===== config.mk =====
export PLATFORM = sky130hd
export DESIGN_NAME = sbcfd_top
export DESIGN_NICKNAME = d
export VERILOG_FILES = /design/src/include/sbcfd_pkg.sv /design/src/hw/sbcfd_sync.sv /design/src/hw/sbcfd_top.sv
export VERILOG_INCLUDE_DIRS = /design/src /design/src/include
export SDC_FILE = /design/constraint.sdc
export NUM_CORES = 1
export LEC_CHECK = 0
export BUFFER_PORTS_ARGS = -buffer_cell sky130_fd_sc_hd__buf_2
export CAP_MARGIN = 20
export CORE_AREA = 2 2 217 219
export DETAILED_ROUTE_END_ITERATION = 10
export DIE_AREA = 0 0 219 221
export PLACE_DENSITY = 0.65
export RECOVER_POWER = 25
export SYNTH_ARGS = -nofsm -noshare
export SYNTH_HDL_FRONTEND = slang
export SYNTH_SLANG_ARGS = --single-unit
export TNS_END_PERCENT = 5

===== constraint.sdc =====
create_clock -name sys_clk_i -period 30.3 [get_ports sys_clk_i]
set_input_delay 4.545 -clock sys_clk_i [delete_from_list [all_inputs] [get_ports sys_clk_i]]
set_output_delay 4.545 -clock sys_clk_i [all_outputs]
set_load 0.02 [all_outputs]

===== src/include/sbcfd_defines.svh =====
// constants of the sbc spi frame decoder
// Summary of operation
// each transaction is one 16-bit frame while chip select stays low
// mosi bits 15 and 14 select write, read back or flag read
// mosi bits 13 to 9 form the five-bit register address
// master drives bit 8 as parity in writes, as 1 in reads
// mosi bits 7 to 0 carry the data that a write stores
// device shifts the fixed status byte out on miso bits 15 to 8
// miso bits 7 to 0 carry extended status, register content or flags
// no mosi pass-through to miso; no daisy chain, one select per device
// code 00 reads back register content; master sets bit 8 to 1
// code 01 writes; bit 8 is parity 1, or 0 when unused or zero
// code 10 is reserved: no write and no flag action
// code 11 returns the flags of the addressed register; bit 8 is 1
// every register reads back its default or last written value
// write frames return fixed status then extended status
// read frames return fixed status then the register content
// a write not taken is completed when the next frame arrives
// master holds select low over 5.5 us, lead time at least 550 ns
// master follows writes with one read, such as the id read 0x2580
// some registers also report device flags under the flag read
`ifndef SBCFD_DEFINES_SVH
`define SBCFD_DEFINES_SVH

`define SBCFD_FRAME_BITS 5'h10
`define SBCFD_RESP_AT 5'h08
`define SBCFD_CNT_MAX 5'h11
`define SBCFD_REG_RST 8'h00
`define SBCFD_BYTE_ZERO 8'h00
// pins at rest {sclk, select, mosi}: clock low, select high
`define SBCFD_PIN_IDLE 3'h2
`define SBCFD_FLAG_MASK 32'h000f0000
`define SBCFD_CLK_NS 40
`define SBCFD_CSLOW_NS 5500
`define SBCFD_LEAD_NS 550
// least times round up to whole cycles
`define SBCFD_CSLOW_CYC ((`SBCFD_CSLOW_NS + `SBCFD_CLK_NS - 1) / `SBCFD_CLK_NS)
`define SBCFD_LEAD_CYC ((`SBCFD_LEAD_NS + `SBCFD_CLK_NS - 1) / `SBCFD_CLK_NS)

`endif


===== src/include/sbcfd_pkg.sv =====
// types shared by the sbc spi frame decoder
`default_nettype none
package sbcfd_pkg;
    typedef enum logic [1:0] {
        SBCFD_OP_READ  = 2'h0,
        SBCFD_OP_WRITE = 2'h1,
        SBCFD_OP_RSVD  = 2'h2,
        SBCFD_OP_FLAGS = 2'h3
    } sbcfd_op_e;

    typedef enum logic [2:0] {
        SBCFD_ST_IDLE  = 3'h1,
        SBCFD_ST_SHIFT = 3'h2,
        SBCFD_ST_END   = 3'h4
    } sbcfd_state_e;

    // one mosi frame, msb first
    typedef struct packed {
        sbcfd_op_e op;
        logic [4:0] reg_addr_field;
        logic pn;
        logic [7:0] write_payload_bits;
    } sbcfd_frame_s;
endpackage : sbcfd_pkg
`default_nettype wire


===== src/hw/sbcfd_sync.sv =====
// two flip-flop synchroniser for pin inputs
`default_nettype none
module sbcfd_sync #(
    parameter int W = 1,
    parameter logic [W-1:0] RST_VAL = '1
) (
    input wire logic sys_clk_i,
    input wire logic rst_i,
    input wire logic [W-1:0] d_i,
    output logic [W-1:0] q_o
);
    logic [W-1:0] meta_q;
    logic [W-1:0] sync_q;

    // meta stage feeds only the second stage; reset to idle pin levels
    // so no false edge appears once reset lets go
    always_ff @(posedge sys_clk_i or posedge rst_i) begin
        if (rst_i) begin
            meta_q <= RST_VAL;
            sync_q <= RST_VAL;
        end else begin
            meta_q <= d_i;
            sync_q <= meta_q;
        end
    end

    assign q_o = sync_q;
endmodule : sbcfd_sync
`default_nettype wire


===== src/hw/sbcfd_top.sv =====
// spi slave frame decoder with register file
`default_nettype none
`include "sbcfd_defines.svh"
module sbcfd_top #(
    parameter logic [31:0] FLAG_MASK = `SBCFD_FLAG_MASK
) (
    input wire logic sys_clk_i,
    input wire logic rst_i,
    input wire logic spi_sclk_i,
    input wire logic spi_cs_n_i,
    input wire logic spi_mosi_i,
    output logic spi_miso_o,
    output logic spi_miso_oe_n_o,
    input wire logic [7:0] fixed_status_byte_i,
    input wire logic [7:0] ext_status_i,
    input wire logic [31:0][7:0] dev_flags_i,
    input wire logic parity_en_i,
    input wire logic late_commit_i,
    output logic [31:0][7:0] ctrl_regs_o,
    output logic wr_strobe_o,
    output logic [4:0] wr_addr_o,
    output logic flag_clr_o,
    output logic [4:0] flag_clr_addr_o,
    output logic frame_err_o,
    output logic parity_err_o,
    output logic timing_err_o
);
    logic [2:0] pins_s;
    logic sclk_s;
    logic cs_n_s;
    logic mosi_s;

    // pins are asynchronous to sys_clk_i
    sbcfd_sync #(.W(3), .RST_VAL(`SBCFD_PIN_IDLE)) u_sync (
        .sys_clk_i(sys_clk_i),
        .rst_i(rst_i),
        .d_i({spi_sclk_i, spi_cs_n_i, spi_mosi_i}),
        .q_o(pins_s)
    );
    assign sclk_s = pins_s[2];
    assign cs_n_s = pins_s[1];
    assign mosi_s = pins_s[0];

    sbcfd_pkg::sbcfd_state_e state_q, state_d;
    logic sclk_prev_q, sclk_prev_d;
    logic cs_prev_q, cs_prev_d;
    logic [15:0] rx_q, rx_d;
    logic [4:0] cnt_q, cnt_d;
    logic [6:0] tx_q, tx_d;
    logic miso_q, miso_d;
    logic oe_n_q, oe_n_d;
    logic [7:0] low_cnt_q, low_cnt_d;
    logic lead_bad_q, lead_bad_d;
    logic pend_q, pend_d;
    logic [4:0] pend_addr_q, pend_addr_d;
    logic [7:0] pend_data_q, pend_data_d;
    logic [31:0][7:0] regs_q, regs_d;
    logic wr_q, wr_d;
    logic [4:0] wr_addr_q, wr_addr_d;
    logic fclr_q, fclr_d;
    logic [4:0] fclr_addr_q, fclr_addr_d;
    logic ferr_q, ferr_d;
    logic perr_q, perr_d;
    logic terr_q, terr_d;

    logic sclk_rise;
    logic sclk_fall;
    logic cs_fall;
    logic cs_rise;
    sbcfd_pkg::sbcfd_frame_s frame;
    sbcfd_pkg::sbcfd_frame_s head;
    logic [7:0] resp;
    logic full_frame;
    logic parity_ok;
    logic wr_en;
    logic [4:0] wr_a;
    logic [7:0] wr_dat;

    // edges seen on the synchronised copies only
    assign sclk_rise = sclk_s & ~sclk_prev_q;
    assign sclk_fall = ~sclk_s & sclk_prev_q;
    assign cs_fall = cs_prev_q & ~cs_n_s;
    assign cs_rise = ~cs_prev_q & cs_n_s;

    // whole frame at the end, header byte once eight bits are in
    assign frame = sbcfd_pkg::sbcfd_frame_s'(rx_q);
    assign head = sbcfd_pkg::sbcfd_frame_s'({rx_q[7:0], `SBCFD_BYTE_ZERO});
    assign full_frame = (cnt_q == `SBCFD_FRAME_BITS);
    // bit 8 must equal the xor of the other fifteen when checking is on
    assign parity_ok = ~parity_en_i |
        (frame.pn == ^{rx_q[15:9], rx_q[7:0]});

    // low byte of miso chosen from the command just received
    always_comb begin
        resp = ext_status_i;
        case (head.op)
            sbcfd_pkg::SBCFD_OP_READ: begin
                resp = regs_q[head.reg_addr_field];
            end
            sbcfd_pkg::SBCFD_OP_WRITE: begin
                resp = ext_status_i;
            end
            sbcfd_pkg::SBCFD_OP_FLAGS: begin
                if (FLAG_MASK[head.reg_addr_field]) begin
                    resp = dev_flags_i[head.reg_addr_field];
                end else begin
                    resp = `SBCFD_BYTE_ZERO;
                end
            end
            default: begin
                resp = ext_status_i;
            end
        endcase
    end

    // frame sequencing, shifting and commit decisions
    always_comb begin
        state_d = state_q;
        sclk_prev_d = sclk_s;
        cs_prev_d = cs_n_s;
        rx_d = rx_q;
        cnt_d = cnt_q;
        tx_d = tx_q;
        miso_d = miso_q;
        oe_n_d = oe_n_q;
        low_cnt_d = low_cnt_q;
        lead_bad_d = lead_bad_q;
        pend_d = pend_q;
        pend_addr_d = pend_addr_q;
        pend_data_d = pend_data_q;
        wr_d = 1'b0;
        wr_addr_d = wr_addr_q;
        fclr_d = 1'b0;
        fclr_addr_d = fclr_addr_q;
        ferr_d = ferr_q;
        perr_d = perr_q;
        terr_d = terr_q;
        wr_en = 1'b0;
        wr_a = pend_addr_q;
        wr_dat = pend_data_q;
        case (state_q)
            sbcfd_pkg::SBCFD_ST_IDLE: begin
                miso_d = 1'b0;
                oe_n_d = 1'b1;
                if (cs_fall) begin
                    state_d = sbcfd_pkg::SBCFD_ST_SHIFT;
                    cnt_d = 5'h00;
                    low_cnt_d = 8'h00;
                    lead_bad_d = 1'b0;
                    oe_n_d = 1'b0;
                    // status msb must be on the wire before first rise
                    miso_d = fixed_status_byte_i[7];
                    tx_d = fixed_status_byte_i[6:0];
                    if (pend_q) begin
                        // held write finishes as the next frame begins
                        wr_en = 1'b1;
                        pend_d = 1'b0;
                    end
                end
            end
            sbcfd_pkg::SBCFD_ST_SHIFT: begin
                if (low_cnt_q != 8'(`SBCFD_CSLOW_CYC)) begin
                    low_cnt_d = low_cnt_q + 8'h01;
                end
                if (sclk_rise && cnt_q != `SBCFD_CNT_MAX) begin
                    rx_d = {rx_q[14:0], mosi_s};
                    cnt_d = cnt_q + 5'h01;
                    if (cnt_q == 5'h00 &&
                        low_cnt_q < 8'(`SBCFD_LEAD_CYC)) begin
                        lead_bad_d = 1'b1;
                    end
                end
                if (sclk_fall && cnt_q == `SBCFD_RESP_AT) begin
                    miso_d = resp[7];
                    tx_d = resp[6:0];
                end else if (sclk_fall) begin
                    // only our own bytes ever reach miso
                    miso_d = tx_q[6];
                    tx_d = {tx_q[5:0], 1'b0};
                end
                if (cs_rise) begin
                    state_d = sbcfd_pkg::SBCFD_ST_END;
                    oe_n_d = 1'b1;
                    miso_d = 1'b0;
                end
            end
            sbcfd_pkg::SBCFD_ST_END: begin
                state_d = sbcfd_pkg::SBCFD_ST_IDLE;
                ferr_d = ~full_frame;
                perr_d = full_frame &&
                    frame.op == sbcfd_pkg::SBCFD_OP_WRITE && !parity_ok;
                terr_d = lead_bad_q ||
                    low_cnt_q < 8'(`SBCFD_CSLOW_CYC);
                if (full_frame && parity_ok &&
                    frame.op == sbcfd_pkg::SBCFD_OP_WRITE) begin
                    if (late_commit_i) begin
                        // any older held write was already committed as this frame began
                        pend_d = 1'b1;
                        pend_addr_d = frame.reg_addr_field;
                        pend_data_d = frame.write_payload_bits;
                    end else begin
                        wr_en = 1'b1;
                        wr_a = frame.reg_addr_field;
                        wr_dat = frame.write_payload_bits;
                    end
                end
                if (full_frame && frame.op == sbcfd_pkg::SBCFD_OP_FLAGS &&
                    FLAG_MASK[frame.reg_addr_field]) begin
                    fclr_d = 1'b1;
                    fclr_addr_d = frame.reg_addr_field;
                end
            end
            default: begin
                state_d = sbcfd_pkg::SBCFD_ST_IDLE;
                oe_n_d = 1'b1;
                miso_d = 1'b0;
            end
        endcase
        regs_d = regs_q;
        if (wr_en) begin
            regs_d[wr_a] = wr_dat;
            wr_d = 1'b1;
            wr_addr_d = wr_a;
        end
    end

    // state registers only
    always_ff @(posedge sys_clk_i or posedge rst_i) begin
        if (rst_i) begin
            state_q <= sbcfd_pkg::SBCFD_ST_IDLE;
            sclk_prev_q <= 1'b0; // matches the idle low clock pin
            cs_prev_q <= 1'b1;
            rx_q <= 16'h0000;
            cnt_q <= 5'h00;
            tx_q <= 7'h00;
            miso_q <= 1'b0;
            oe_n_q <= 1'b1;
            low_cnt_q <= 8'h00;
            lead_bad_q <= 1'b0;
            pend_q <= 1'b0;
            pend_addr_q <= 5'h00;
            pend_data_q <= 8'h00;
            regs_q <= {32{`SBCFD_REG_RST}};
            wr_q <= 1'b0;
            wr_addr_q <= 5'h00;
            fclr_q <= 1'b0;
            fclr_addr_q <= 5'h00;
            ferr_q <= 1'b0;
            perr_q <= 1'b0;
            terr_q <= 1'b0;
        end else begin
            state_q <= state_d;
            sclk_prev_q <= sclk_prev_d;
            cs_prev_q <= cs_prev_d;
            rx_q <= rx_d;
            cnt_q <= cnt_d;
            tx_q <= tx_d;
            miso_q <= miso_d;
            oe_n_q <= oe_n_d;
            low_cnt_q <= low_cnt_d;
            lead_bad_q <= lead_bad_d;
            pend_q <= pend_d;
            pend_addr_q <= pend_addr_d;
            pend_data_q <= pend_data_d;
            regs_q <= regs_d;
            wr_q <= wr_d;
            wr_addr_q <= wr_addr_d;
            fclr_q <= fclr_d;
            fclr_addr_q <= fclr_addr_d;
            ferr_q <= ferr_d;
            perr_q <= perr_d;
            terr_q <= terr_d;
        end
    end

    // every output straight from a flop
    assign spi_miso_o = miso_q;
    assign spi_miso_oe_n_o = oe_n_q;
    assign ctrl_regs_o = regs_q;
    assign wr_strobe_o = wr_q;
    assign wr_addr_o = wr_addr_q;
    assign flag_clr_o = fclr_q;
    assign flag_clr_addr_o = fclr_addr_q;
    assign frame_err_o = ferr_q;
    assign parity_err_o = perr_q;
    assign timing_err_o = terr_q;

    // short frames never write
    short_frame_a: assert property (@(posedge sys_clk_i)
        disable iff (rst_i)
        (state_q == sbcfd_pkg::SBCFD_ST_END && !full_frame)
        |=> !wr_strobe_o ##1 frame_err_o)
        else $error("short frame caused a write");

    // reserved code has no side effect
    rsvd_op_a: assert property (@(posedge sys_clk_i)
        disable iff (rst_i)
        (state_q == sbcfd_pkg::SBCFD_ST_END &&
         frame.op == sbcfd_pkg::SBCFD_OP_RSVD)
        |=> !wr_strobe_o && !flag_clr_o)
        else $error("reserved code acted");

    // status msb and drive at frame start
    status_first_a: assert property (@(posedge sys_clk_i)
        disable iff (rst_i)
        (state_q == sbcfd_pkg::SBCFD_ST_IDLE && cs_fall)
        |=> !spi_miso_oe_n_o && spi_miso_o == $past(fixed_status_byte_i[7]))
        else $error("status msb not driven at select");

    // read back byte follows the header
    read_back_a: assert property (@(posedge sys_clk_i)
        disable iff (rst_i)
        (state_q == sbcfd_pkg::SBCFD_ST_SHIFT && sclk_fall &&
         cnt_q == `SBCFD_RESP_AT && head.op == sbcfd_pkg::SBCFD_OP_READ)
        |=> spi_miso_o == $past(regs_q[head.reg_addr_field][7]))
        else $error("read back bit wrong");

    // direct write lands one cycle later
    write_commit_a: assert property (@(posedge sys_clk_i)
        disable iff (rst_i)
        (state_q == sbcfd_pkg::SBCFD_ST_END && full_frame && parity_ok &&
         frame.op == sbcfd_pkg::SBCFD_OP_WRITE && !late_commit_i)
        |=> wr_strobe_o && wr_addr_o == $past(frame.reg_addr_field) &&
        ctrl_regs_o[wr_addr_o] == $past(frame.write_payload_bits))
        else $error("write not committed");

    // held write completes at the next select
    late_write_a: assert property (@(posedge sys_clk_i)
        disable iff (rst_i)
        (pend_q && state_q == sbcfd_pkg::SBCFD_ST_IDLE && cs_fall)
        |=> wr_strobe_o && wr_addr_o == $past(pend_addr_q) && !pend_q)
        else $error("held write lost");

    // flag read pulses the clear for flagged addresses
    flag_clear_a: assert property (@(posedge sys_clk_i)
        disable iff (rst_i)
        (state_q == sbcfd_pkg::SBCFD_ST_END && full_frame &&
         frame.op == sbcfd_pkg::SBCFD_OP_FLAGS)
        |=> flag_clr_o == $past(FLAG_MASK[frame.reg_addr_field]) ##1
        !flag_clr_o)
        else $error("flag clear wrong");

    // miso quiet and released between frames
    idle_quiet_a: assert property (@(posedge sys_clk_i)
        disable iff (rst_i)
        (state_q == sbcfd_pkg::SBCFD_ST_IDLE && !cs_fall) [*2]
        |-> !spi_miso_o && spi_miso_oe_n_o)
        else $error("miso active outside frame");

    // short select low reported
    select_time_a: assert property (@(posedge sys_clk_i)
        disable iff (rst_i)
        (state_q == sbcfd_pkg::SBCFD_ST_END &&
         low_cnt_q < 8'(`SBCFD_CSLOW_CYC)) |=> timing_err_o)
        else $error("short select not flagged");
endmodule : sbcfd_top
`default_nettype wire


==> summary.md, run 1 <==
| Metric | Value |
|---|---|
| CTS tree | `yes` |
| Number of buffers added on ports | `327` |
| Number of synthesized register bits | `335` |
| CTS buffer count | `40` |
| Critical Path Source Type | `input pin` |
| Top FF cell, synth | `dfrtp_1` |
| Period Utilization, post-route | `0.3938` |
| Hold WC Path Type | `register to register` |
| FF-to-FF End | `ctrl_regs_o[99]` |
| First-pass GRT wire length | `86130 um` |
| Final min period | `11.93 ns` |
| CP Class | `input pin to async pin` |
| Seq/Total Area, Yosys | `0.5226` |
| RD Place Congestion | `0.9061` |
| Dpl hpwl | `41030 um` |
| Skew final | `0.03068 ns` |
| Share of cells above drive strength 1 | `0.3105` |
| Pin count of the biggest net entering global routing | `122` |
| Final-report hold violation count | `0` |
| Post-route antenna net violation count | `0` |
| Synth Area per Inst | `10.68 um2` |
| Ports | `552` |
| Via count | `13380` |
| Overall power | `0.001012 W` |
| Critical Path AT | `11.44 ns` |
| Die Span Y | `221 um` |
| Vias in the first global route | `13060` |
| Final setup fails | `0` |
| Antenna violations before repair | `1` |
| Via/cell ratio | `5.530` |
| Synth Cell Area | `16050 um2` |
| DP Area | `18170 um2` |
| Critical-path maximum fanout | `121` |
| Worst Hold End | `u_sync.q_o[2]` |
| Tot GR Track Use | `0.2375` |
| Die ar. | `48400 um2` |
| FF-to-FF Start | `frame[6]` |
| Clock Path Buffers | `3` |
| DRT Pass-1 Iters | `5` |
| CP required | `29.81 ns` |
| Critical Path End Type | `async pin` |
| Status | `complete, but fails checks` |
| Worst hold path depth | `0` |
| Nets | `2070` |
| Slew headroom | `-2.709` |
| Synth cell types | `64` |
| Hold buffer count at cts | `0` |
| Final Slew Violations | `241` |
| Max-cap viol count | `4` |
| Register-to-register setup slack | `24.80 ns` |
| Asr flop ratio synth | `1.000` |
| CTS clk-pin slew, worst paths | `0.06 ns` |
| Hold path startpoint | `u_sync.meta_q[2]` |
| Finished layout cell area | `19470 um2` |
| Clk root buf | `clkbuf_16` |
| Die Width | `219 um` |
| Max VDD drop | `0.04720 mV` |
| Resized Gates After CTS | `0` |
| Failing checks | `capacitance limit, slew limit` |
| CTS sink count | `335` |
| Setup TNS | `0 ns` |
| Skew-Pair Late Insertion Delay | `0.57 ns` |
| Layout Area Growth over Synthesis | `21.31%` |
| Yosys warns | `0` |
| Max Freq | `83.81 MHz` |
| FF-to-FF path depth | `9` |
| Pwr dens | `51.99 nW/um2` |
| Wire per inst | `24.04 um` |
| Initial core utilization | `0.3485` |
| Synthesized Nets | `1789` |
| Slew @ Worst Pin | `5.532 ns` |
| Drt initial violations | `1097` |
| Row cnt | `79` |
| Leakage | `9.390 nW` |
| Cells after synthesis | `1503` |
| Final wirelength | `58190 um` |
| Grt total ovfl | `0` |
| Residual DRC count | `0` |
| N_diodes | `0` |
| Post-synth EDFFs | `0` |
| Core Area | `46060 um2` |
| Postcts setup bufs | `0` |
| RSZ-0062 raised after global routing | `no` |
| H-tree levels | `2` |
-- power breakdown --
| group | switching (W) | leakage (nW) | internal [W] |
|---|---|---|---|
| logic | 0.0000368 | 4.19 | 0.0000222 |
| registers | 0.00000857 | 4.55 | 0.000456 |
| clock network | 0.000200 | 0.649 | 0.000290 |
| total | 0.000245 | 9.39 | 0.000767 |
-- routing by layer --
metal / vias up / GRT usage / wire, um
li1: 5937 / - / -
met1: 6736 / 0.3129 / 23700
met2: 584 / 0.3781 / 27210
met3: 126 / 0.05237 / 4736
met4: 0 / 0.09699 / 2543
met5: - / 0 / 0
-- placed cells by master, fill, tap and decap left out, drive strengths merged, types with 40 or more instances in the layout --
master  count
buf       337
mux2i     110
nand2     118
clkbuf     63
a21oi     174
dfrtp     330
o21ai      64
mux2      108
nor3       40
nor2      192
o22ai      45
-- synthesized netlist by cell type (8+ instances only) --
master / count / area share
dfrtp_1: 330 / 0.51
nor2_1: 192 / 0.045
a21oi_1: 171 / 0.053
nand2_1: 112 / 0.026
mux2i_1: 110 / 0.069
mux2_2: 107 / 0.075
o21ai_0: 64 / 0.020
clkbuf_1: 58 / 0.014
o22ai_1: 45 / 0.018
nor3_1: 39 / 0.012
buf_2: 31 / 0.0097
inv_1: 20 / 0.0047
mux4_2: 20 / 0.028
nor4_1: 19 / 0.0074
nand2b_1: 14 / 0.0055
buf_4: 12 / 0.0056
nand3_1: 10 / 0.0031
a41o_1: 8 / 0.0050
nor2b_1: 8 / 0.0031
xnor2_1: 8 / 0.0044
xor2_1: 8 / 0.0044
-- area by class of cell --
class	instances	area, um2
fillers	4449	26590
flip-flops and latches	335	8394
multi-input cells	1039	7142
repair buffers	347	1774
clock buffers	53	1090
well taps	607	759.5
clock inverters	18	235.2
inverters	21	80.08
-- sequential cells by signal, summed over array words and instances, names as in the netlist --
name,cells
u_sync.meta_q,3
flag_clr_addr_o,5
state_q,3
cnt_q,5
u_sync.q_o,3
wr_strobe_o,1
frame_err_o,1
lead_bad_q,1
timing_err_o,1
wr_addr_o,5
sclk_prev_q,1
flag_clr_o,1
frame,16
parity_err_o,1
ctrl_regs_o,256
pend_data_q,8
spi_miso_oe_n_o,1
spi_miso_o,1
tx_q,7
cs_prev_q,1
low_cnt_q,8
pend_addr_q,5
pend_q,1
-- stage by stage --
step	hold WS (ns)	util	std cells	setup slack, ns
detailed placement	0.3347	0.3944	2347	23.07
global route	0.3538	0.4228	2420	16.89
floorplan	0.3312	-	1503	16.48
CTS	0.3459	0.4232	2418	23.66
finish	0.3453	0.4228	2420	18.37
global placement	0.3398	0.3943	2346	23.10
-- worst max-delay path by stage --
stage	startpoint	slack, ns	to	cells past startpoint
floorplan	rst_i	16.48	cnt_q[0]	1
global placement	late_commit_i	23.10	ctrl_regs_o[226]	7
detailed placement	late_commit_i	23.07	ctrl_regs_o[234]	7
CTS	late_commit_i	23.66	ctrl_regs_o[234]	7
global route	rst_i	16.89	frame[1]	4
finish	rst_i	18.37	frame[1]	4
-- worst max-delay path, cell delays in order --
cell	delay, ns
buf_2	0.10
clkinvlp_2	3.06
clkbuf_1	1.28
clkbuf_1	2.34
-- cells by family after synthesis --
kind of cell    after synthesis  synth area share
buf+inv                     129           0.03585
mux                         238            0.1724
fa+ha+maj                     7          0.005455
simple gates                429            0.1182
xor+xnor                     18           0.01161
compound gates              347            0.1340
flops                       335            0.5226
No activity file was read; power rests on OpenSTA's default activity.
==> run 2: changes to the inputs <==
==> constraint.sdc (replaced) <==
create_clock -name sys_clk_i -period 12.1 [get_ports sys_clk_i]
set_input_delay 1.815 -clock sys_clk_i [delete_from_list [all_inputs] [get_ports sys_clk_i]]
set_output_delay 1.815 -clock sys_clk_i [all_outputs]
set_load 0.02 [all_outputs]
==> run 2 against run 1 <==
The flow still finishes with violations (capacitance limit, slew limit). First-iteration DRC count down 7.4%. Highest routed layer unchanged. Final area up 0.19%. Final cell count did not move. Non-clock buffer count unchanged. Worst hold slack improved by 0.0011 ns.
==> summary.md, run 2 (synthesis results as in run 1) <==
| Metric | Value |
|---|---|
| Tot GR Track Use | `0.2375 (unchanged)` |
| Post-route antenna net violation count | `0 (unchanged)` |
| Final-report hold violation count | `0 (unchanged)` |
| Status | `complete, but fails checks` |
| Skew final | `0.03133 ns (+0.0006440 ns)` |
| Hold WC Path Type | `register to register` |
| Hold buffer count at cts | `0 (unchanged)` |
| Die Width | `219 um (unchanged)` |
| RD Place Congestion | `0.9061 (unchanged)` |
| Register-to-register setup slack | `7.23 ns (-17.57 ns)` |
| CP Class | `input pin to async pin` |
| Via count | `13390 (+0.052%)` |
| Max Freq | `164.0 MHz` |
| CTS buffer count | `40 (unchanged)` |
| Final Slew Violations | `150 (-38%)` |
| Nets | `2070 (unchanged)` |
| Slew @ Worst Pin | `5.542 ns (+0.009778 ns)` |
| Final min period | `6.096 ns` |
| Drt initial violations | `1016 (-7.4%)` |
| Commonest non-fill, non-tap cell in the layout | `dfrtp_1` |
| Via/cell ratio | `5.533 (about the same)` |
| Max reg flops | `256 (unchanged)` |
| CTS tree | `yes` |
| Critical Path AT | `6.80 ns (-4.64 ns)` |
| Skew-Pair Late Insertion Delay | `0.57 ns (about the same)` |
| Final wirelength | `58190 um (about the same)` |
| Grt total ovfl | `0 (unchanged)` |
| DRT Pass-1 Iters | `5 (unchanged)` |
| CTS sink count | `335 (unchanged)` |
| Share of cells above drive strength 1 | `0.3116 (+0.001103)` |
| Dpl hpwl | `41030 um (unchanged)` |
| Die Span Y | `221 um (unchanged)` |
| CP top delay family | `buffers and inverters` |
| Number of buffers added on ports | `327 (unchanged)` |
| Slew headroom | `-2.715 (-0.006560)` |
| Antenna violations before repair | `1 (unchanged)` |
| Bufs and invs on worst path | `4 (unchanged)` |
| Pwr dens | `130.0 nW/um2 (+150%)` |
| H-tree levels | `2 (unchanged)` |
| Final setup fails | `0 (unchanged)` |
| WHS | `0.3464 ns (+0.001051 ns)` |
| Critical Path Source Type | `input pin` |
| Clock Path Buffers | `3 (unchanged)` |
| CTS clk-pin slew, worst paths | `0.06 ns (about the same)` |
| Residual DRC count | `0 (unchanged)` |
| RSZ-0062 raised after global routing | `no` |
| Commonest non-fill, non-tap cells in the layout | `dfrtp_1 (328), buf_2 (321), nor2_1 (192), a21oi_1 (169), nand2_1 (112)` |
| Worst-path cell chain | `buf_2 > clkinvlp_2 > clkbuf_1 > buf_16` |
| Slowest CP cell | `clkinvlp_2` |
| First-pass GRT wire length | `86130 um (unchanged)` |
| N_diodes | `0 (unchanged)` |
| Setup TNS | `0 ns (unchanged)` |
| Pin count of the biggest net entering global routing | `122 (unchanged)` |
| Ports | `552 (unchanged)` |
| Row cnt | `79 (unchanged)` |
| Vias in the first global route | `13060 (unchanged)` |
| Initial core utilization | `0.3485 (unchanged)` |
| Layout Area Growth over Synthesis | `21.53%` |
| Core Area | `46060 um2 (unchanged)` |
| Clk root buf | `clkbuf_16` |
| Leakage | `9.398 nW (about the same)` |
| Worst setup margin | `6.004 ns (-12.36 ns)` |
| Max-cap viol count | `2 (-2)` |
| Failing checks | `capacitance limit, slew limit` |
| Place WS | `7.307 ns (-15.76 ns)` |
| Postcts setup bufs | `0 (unchanged)` |
| Period Utilization, post-route | `0.5038` |
| Resized Gates After CTS | `0 (unchanged)` |
| Wire per inst | `24.05 um (about the same)` |
| Max VDD drop | `0.1188 mV (+150%)` |
| Critical-path maximum fanout | `121 (unchanged)` |
| Critical Path End Type | `async pin` |
| CP max stage delay | `3.06 ns (about the same)` |
| Die ar. | `48400 um2 (unchanged)` |
| CP required | `12.81 ns (-17.00 ns)` |
## run 2: cell types whose count changed in the layout (fill, tap and decap cells not counted), sizes merged
cell and delta:
buf +1, clkbuf -1
## run 2: worst paths after layout
path                                  to              from  cells past startpoint
setup / recovery                frame[1]             rst_i                      4
max in group sys_clk_i           tx_q[4]          frame[1]                      9
hold reg to reg            u_sync.q_o[2]  u_sync.meta_q[2]                      0
hold / removal             u_sync.q_o[2]  u_sync.meta_q[2]                      0
min in group asynchronous     flag_clr_o             rst_i                      2
setup reg to reg                 tx_q[4]          frame[1]                      9
## run 2: where the power goes
| part | switching [W] | internal, W | leakage (nW) |
|---|---|---|---|
| clock | 0.000500 | 0.000725 | 0.649 |
| combinational | 0.0000931 | 0.0000565 | 4.20 |
| sequential | 0.0000214 | 0.00114 | 4.55 |
## run 2: final cells by class
cell class	instances	area, um2
Clock buffer	53	1090
Clock inverter	18	235.2
Fill cell	4447	26550
Inverter	21	80.08
Multi-Input combinational cell	1039	7154
Sequential cell	335	8394
Tap cell	607	759.5
Timing Repair Buffer	347	1798
## run 2: worst register-to-register path, stage by stage, from the launching register on
cell      delay [ns]
dfrtp_4         0.95
buf_4           0.86
buf_4           0.73
mux2i_1         0.27
o22ai_1         0.23
nor3_1          0.13
nor4_1          0.93
a221o_1         0.29
a221oi_1        0.07
o31ai_1         0.28
## run 2: routing by layer
layer	wire (um)	global-route usage	vias up
met3	4366	0.05237	123
li1	-	-	5942
met2	27320	0.3781	579
met5	0	0	-
met4	2525	0.09699	0
met1	23970	0.3129	6746
## run 2: stage by stage
stage | instances | util | power (W) | area, um2
6_report | 2420 | 0.4236 | 0.002537 | 19510
5_1_grt | 2420 | 0.4236 | 0.002630 | 19510
4_1_cts | 2418 | 0.4232 | 0.002563 | 19490
3_5_place_dp | 2347 | 0.3944 | 0.001333 | 18170
3_3_place_gp | 2346 | 0.3943 | 0.001329 | 18160
2_1_floorplan | 1503 | - | 0.001281 | 16050
==> run 3: changes to the inputs <==
==> constraint.sdc (replaced) <==
create_clock -name sys_clk_i -period 6 [get_ports sys_clk_i]
set_input_delay 0.9 -clock sys_clk_i [delete_from_list [all_inputs] [get_ports sys_clk_i]]
set_output_delay 0.9 -clock sys_clk_i [all_outputs]
set_load 0.02 [all_outputs]
==> run 3 against run 2 <==
The flow still finishes with violations (capacitance limit, slew limit). Sequential share of layout area decreased by 0.14 points. Critical path type is now register to register. Highest routed layer unchanged. Sequential power is 100% higher. Wire length shrank 0.61%. Count of clock-buffer cells in the layout up 2. Largest cell class unchanged. Power rose by 110%. Global-route usage is 0.24 points lower. Combinational power up 110%. Non-clock buffer count increased by 1. Via count decreased by 0.53%. Die area is the same. Final cell count grew 0.12%. Core utilization grew 0.14 points.
==> summary.md, run 3 (synthesis results as in run 1) <==
| Metric | Value |
|---|---|
| RD Place Congestion | `0.8892 (-1.9%)` |
| FF-to-FF Start | `frame[12]` |
| CTS clk-pin slew, worst paths | `0.06 ns (about the same)` |
| Hold path startpoint | `u_sync.meta_q[0]` |
| Dpl hpwl | `40890 um (-0.32%)` |
| FF-to-FF path depth | `9 (unchanged)` |
| FF-to-FF End | `ctrl_regs_o[227]` |
| CTS tree | `yes` |
| Die ar. | `48400 um2 (unchanged)` |
| Status | `complete, but fails checks` |
| Row cnt | `79 (unchanged)` |
| Initial core utilization | `0.3485 (unchanged)` |
| Resized Gates After CTS | `0 (unchanged)` |
| Max-cap viol count | `2 (unchanged)` |
| Worst hold path depth | `0 (unchanged)` |
| Worst setup margin | `1.708 ns (-4.296 ns)` |
| Postcts setup bufs | `0 (unchanged)` |
| N_diodes | `0 (unchanged)` |
| Pin count of the biggest net entering global routing | `174 (+43%)` |
| Vias in the first global route | `13140 (+0.63%)` |
| Max Freq | `233.0 MHz` |
| Die Width | `219 um (unchanged)` |
| Slew @ Worst Pin | `2.440 ns (-3.103 ns)` |
| Worst Hold End | `u_sync.q_o[0]` |
| Clock Path Buffers | `3 (unchanged)` |
| Period Utilization, post-route | `0.7154` |
| Wire per inst | `23.87 um (-0.73%)` |
| CP Class | `register to register` |
| Final Slew Violations | `138 (-8.0%)` |
| Number of buffers added on ports | `327 (unchanged)` |
| Critical Path AT | `4.69 ns (-2.11 ns)` |
| Via/cell ratio | `5.497 (-0.65%)` |
| Tot GR Track Use | `0.2351 (-0.002414)` |
| CP required | `6.39 ns (-6.42 ns)` |
| Final wirelength | `57830 um (-0.61%)` |
| Post-route antenna net violation count | `0 (unchanged)` |
| Grt total ovfl | `0 (unchanged)` |
| Leakage | `9.299 nW (-1.1%)` |
| Die Span Y | `221 um (unchanged)` |
| Final-report hold violation count | `0 (unchanged)` |
| Nets | `2071 (+0.048%)` |
| Commonest non-fill, non-tap cells in the layout | `dfrtp_1 (328), buf_2 (287), nor2_1 (192), a21oi_1 (169), nand2_1 (112)` |
| Antenna violations before repair | `0 (-1)` |
| Setup TNS | `0 ns (unchanged)` |
| First-pass GRT wire length | `85060 um (-1.2%)` |
| Ports | `552 (unchanged)` |
| RSZ-0062 raised after global routing | `no` |
| Residual DRC count | `0 (unchanged)` |
| CTS buffer count | `40 (unchanged)` |
| Finished layout cell area | `19570 um2 (+0.32%)` |
| H-tree levels | `2 (unchanged)` |
| Clk root buf | `clkbuf_16` |
| Drt initial violations | `1168 (+15%)` |
| Max VDD drop | `0.1924 mV (+62%)` |
| Slew headroom | `-0.6264 (+2.089)` |
| Final setup fails | `0 (unchanged)` |
| Final min period | `4.292 ns` |
| Hold buffer count at cts | `0 (unchanged)` |
| Critical-path maximum fanout | `29 (-76%)` |
| Max reg flops | `256 (unchanged)` |
| DRT Pass-1 Iters | `5 (unchanged)` |
| Failing checks | `capacitance limit, slew limit` |
| Place WS | `1.619 ns (-5.688 ns)` |
| Hold WC Path Type | `register to register` |
| Commonest non-fill, non-tap cell in the layout | `dfrtp_1` |
| Via count | `13320 (-0.53%)` |
| CTS sink count | `335 (unchanged)` |
| Layout Area Growth over Synthesis | `21.92%` |
| Skew-Pair Late Insertion Delay | `0.56 ns (about the same)` |
| DP Area | `18220 um2 (+0.27%)` |
| Skew final | `0.01436 ns (-0.01697 ns)` |
| Register-to-register setup slack | `1.71 ns (-5.52 ns)` |
| Critical Path Source Type | `register` |
| Share of cells above drive strength 1 | `0.2952 (-0.01648)` |
| Core Area | `46060 um2 (unchanged)` |
| Critical Path End Type | `register` |
| Pwr dens | `269.3 nW/um2 (+110%)` |
## run 3: cell count changes in the layout (fill, tap and decap cells not counted), sizes merged
cell,delta
clkbuf,+37
clkinvlp,-1
buf,-34
clkinv,-3
inv,+1
bufinv,+3
## run 3: power by group
part / switching [W] / internal, W
Clock: 0.000998 / 0.00162
Combinational: 0.000199 / 0.000116
Sequential: 0.0000333 / 0.00230
## run 3: area by class of cell
| type | count | area, um2 |
|---|---|---|
| repair buffers | 348 | 1755 |
| clock inverters | 18 | 294.0 |
| inverters | 21 | 80.08 |
| clock buffers | 55 | 1127 |
| multi-input cells | 1039 | 7163 |
| well taps | 607 | 759.5 |
| fillers | 4470 | 26490 |
| flip-flops and latches | 335 | 8394 |
## run 3: how the worst max path moves through the flow
| stage | start | endpoint |
|---|---|---|
| 2_1_floorplan | rst_i | cnt_q[0] |
| 3_3_place_gp | frame[12] | ctrl_regs_o[129] |
| 3_5_place_dp | frame[6] | ctrl_regs_o[128] |
| 4_1_cts | frame[6] | ctrl_regs_o[133] |
| 5_1_grt | rst_i | frame[2] |
| 6_report | frame[12] | ctrl_regs_o[227] |
## run 3: through the flow
| stage | utilization | hold WS [ns] | instances | total power [W] |
|---|---|---|---|---|
| 4_1_cts | 0.4263 | 0.3634 | 2421 | 0.005324 |
| 3_5_place_dp | 0.3955 | 0.3365 | 2348 | 0.002693 |
| 5_1_grt | 0.4249 | 0.3762 | 2423 | 0.005445 |
| 2_1_floorplan | - | 0.3312 | 1503 | 0.002584 |
| 3_3_place_gp | 0.3955 | 0.3428 | 2348 | 0.002685 |
| 6_report | 0.4249 | 0.3640 | 2423 | 0.005271 |
## run 3: worst max-delay path, stage by stage, from the launching register on
cell and delay (ns):
dfrtp_1 0.49, clkinv_1 0.38, ha_1 0.42, xnor2_1 0.19
xnor2_1 0.17, xnor3_2 0.35, a21oi_4 0.36, nand2b_2 0.55
a21oi_4 0.98, o21ai_0 0.21
## run 3: metal layers
layer / GRT usage / part of all wire
met1: 0.3092 / 0.42
met2: 0.3731 / 0.46
met3: 0.05388 / 0.075
met4: 0.09699 / 0.044
met5: 0 / 0
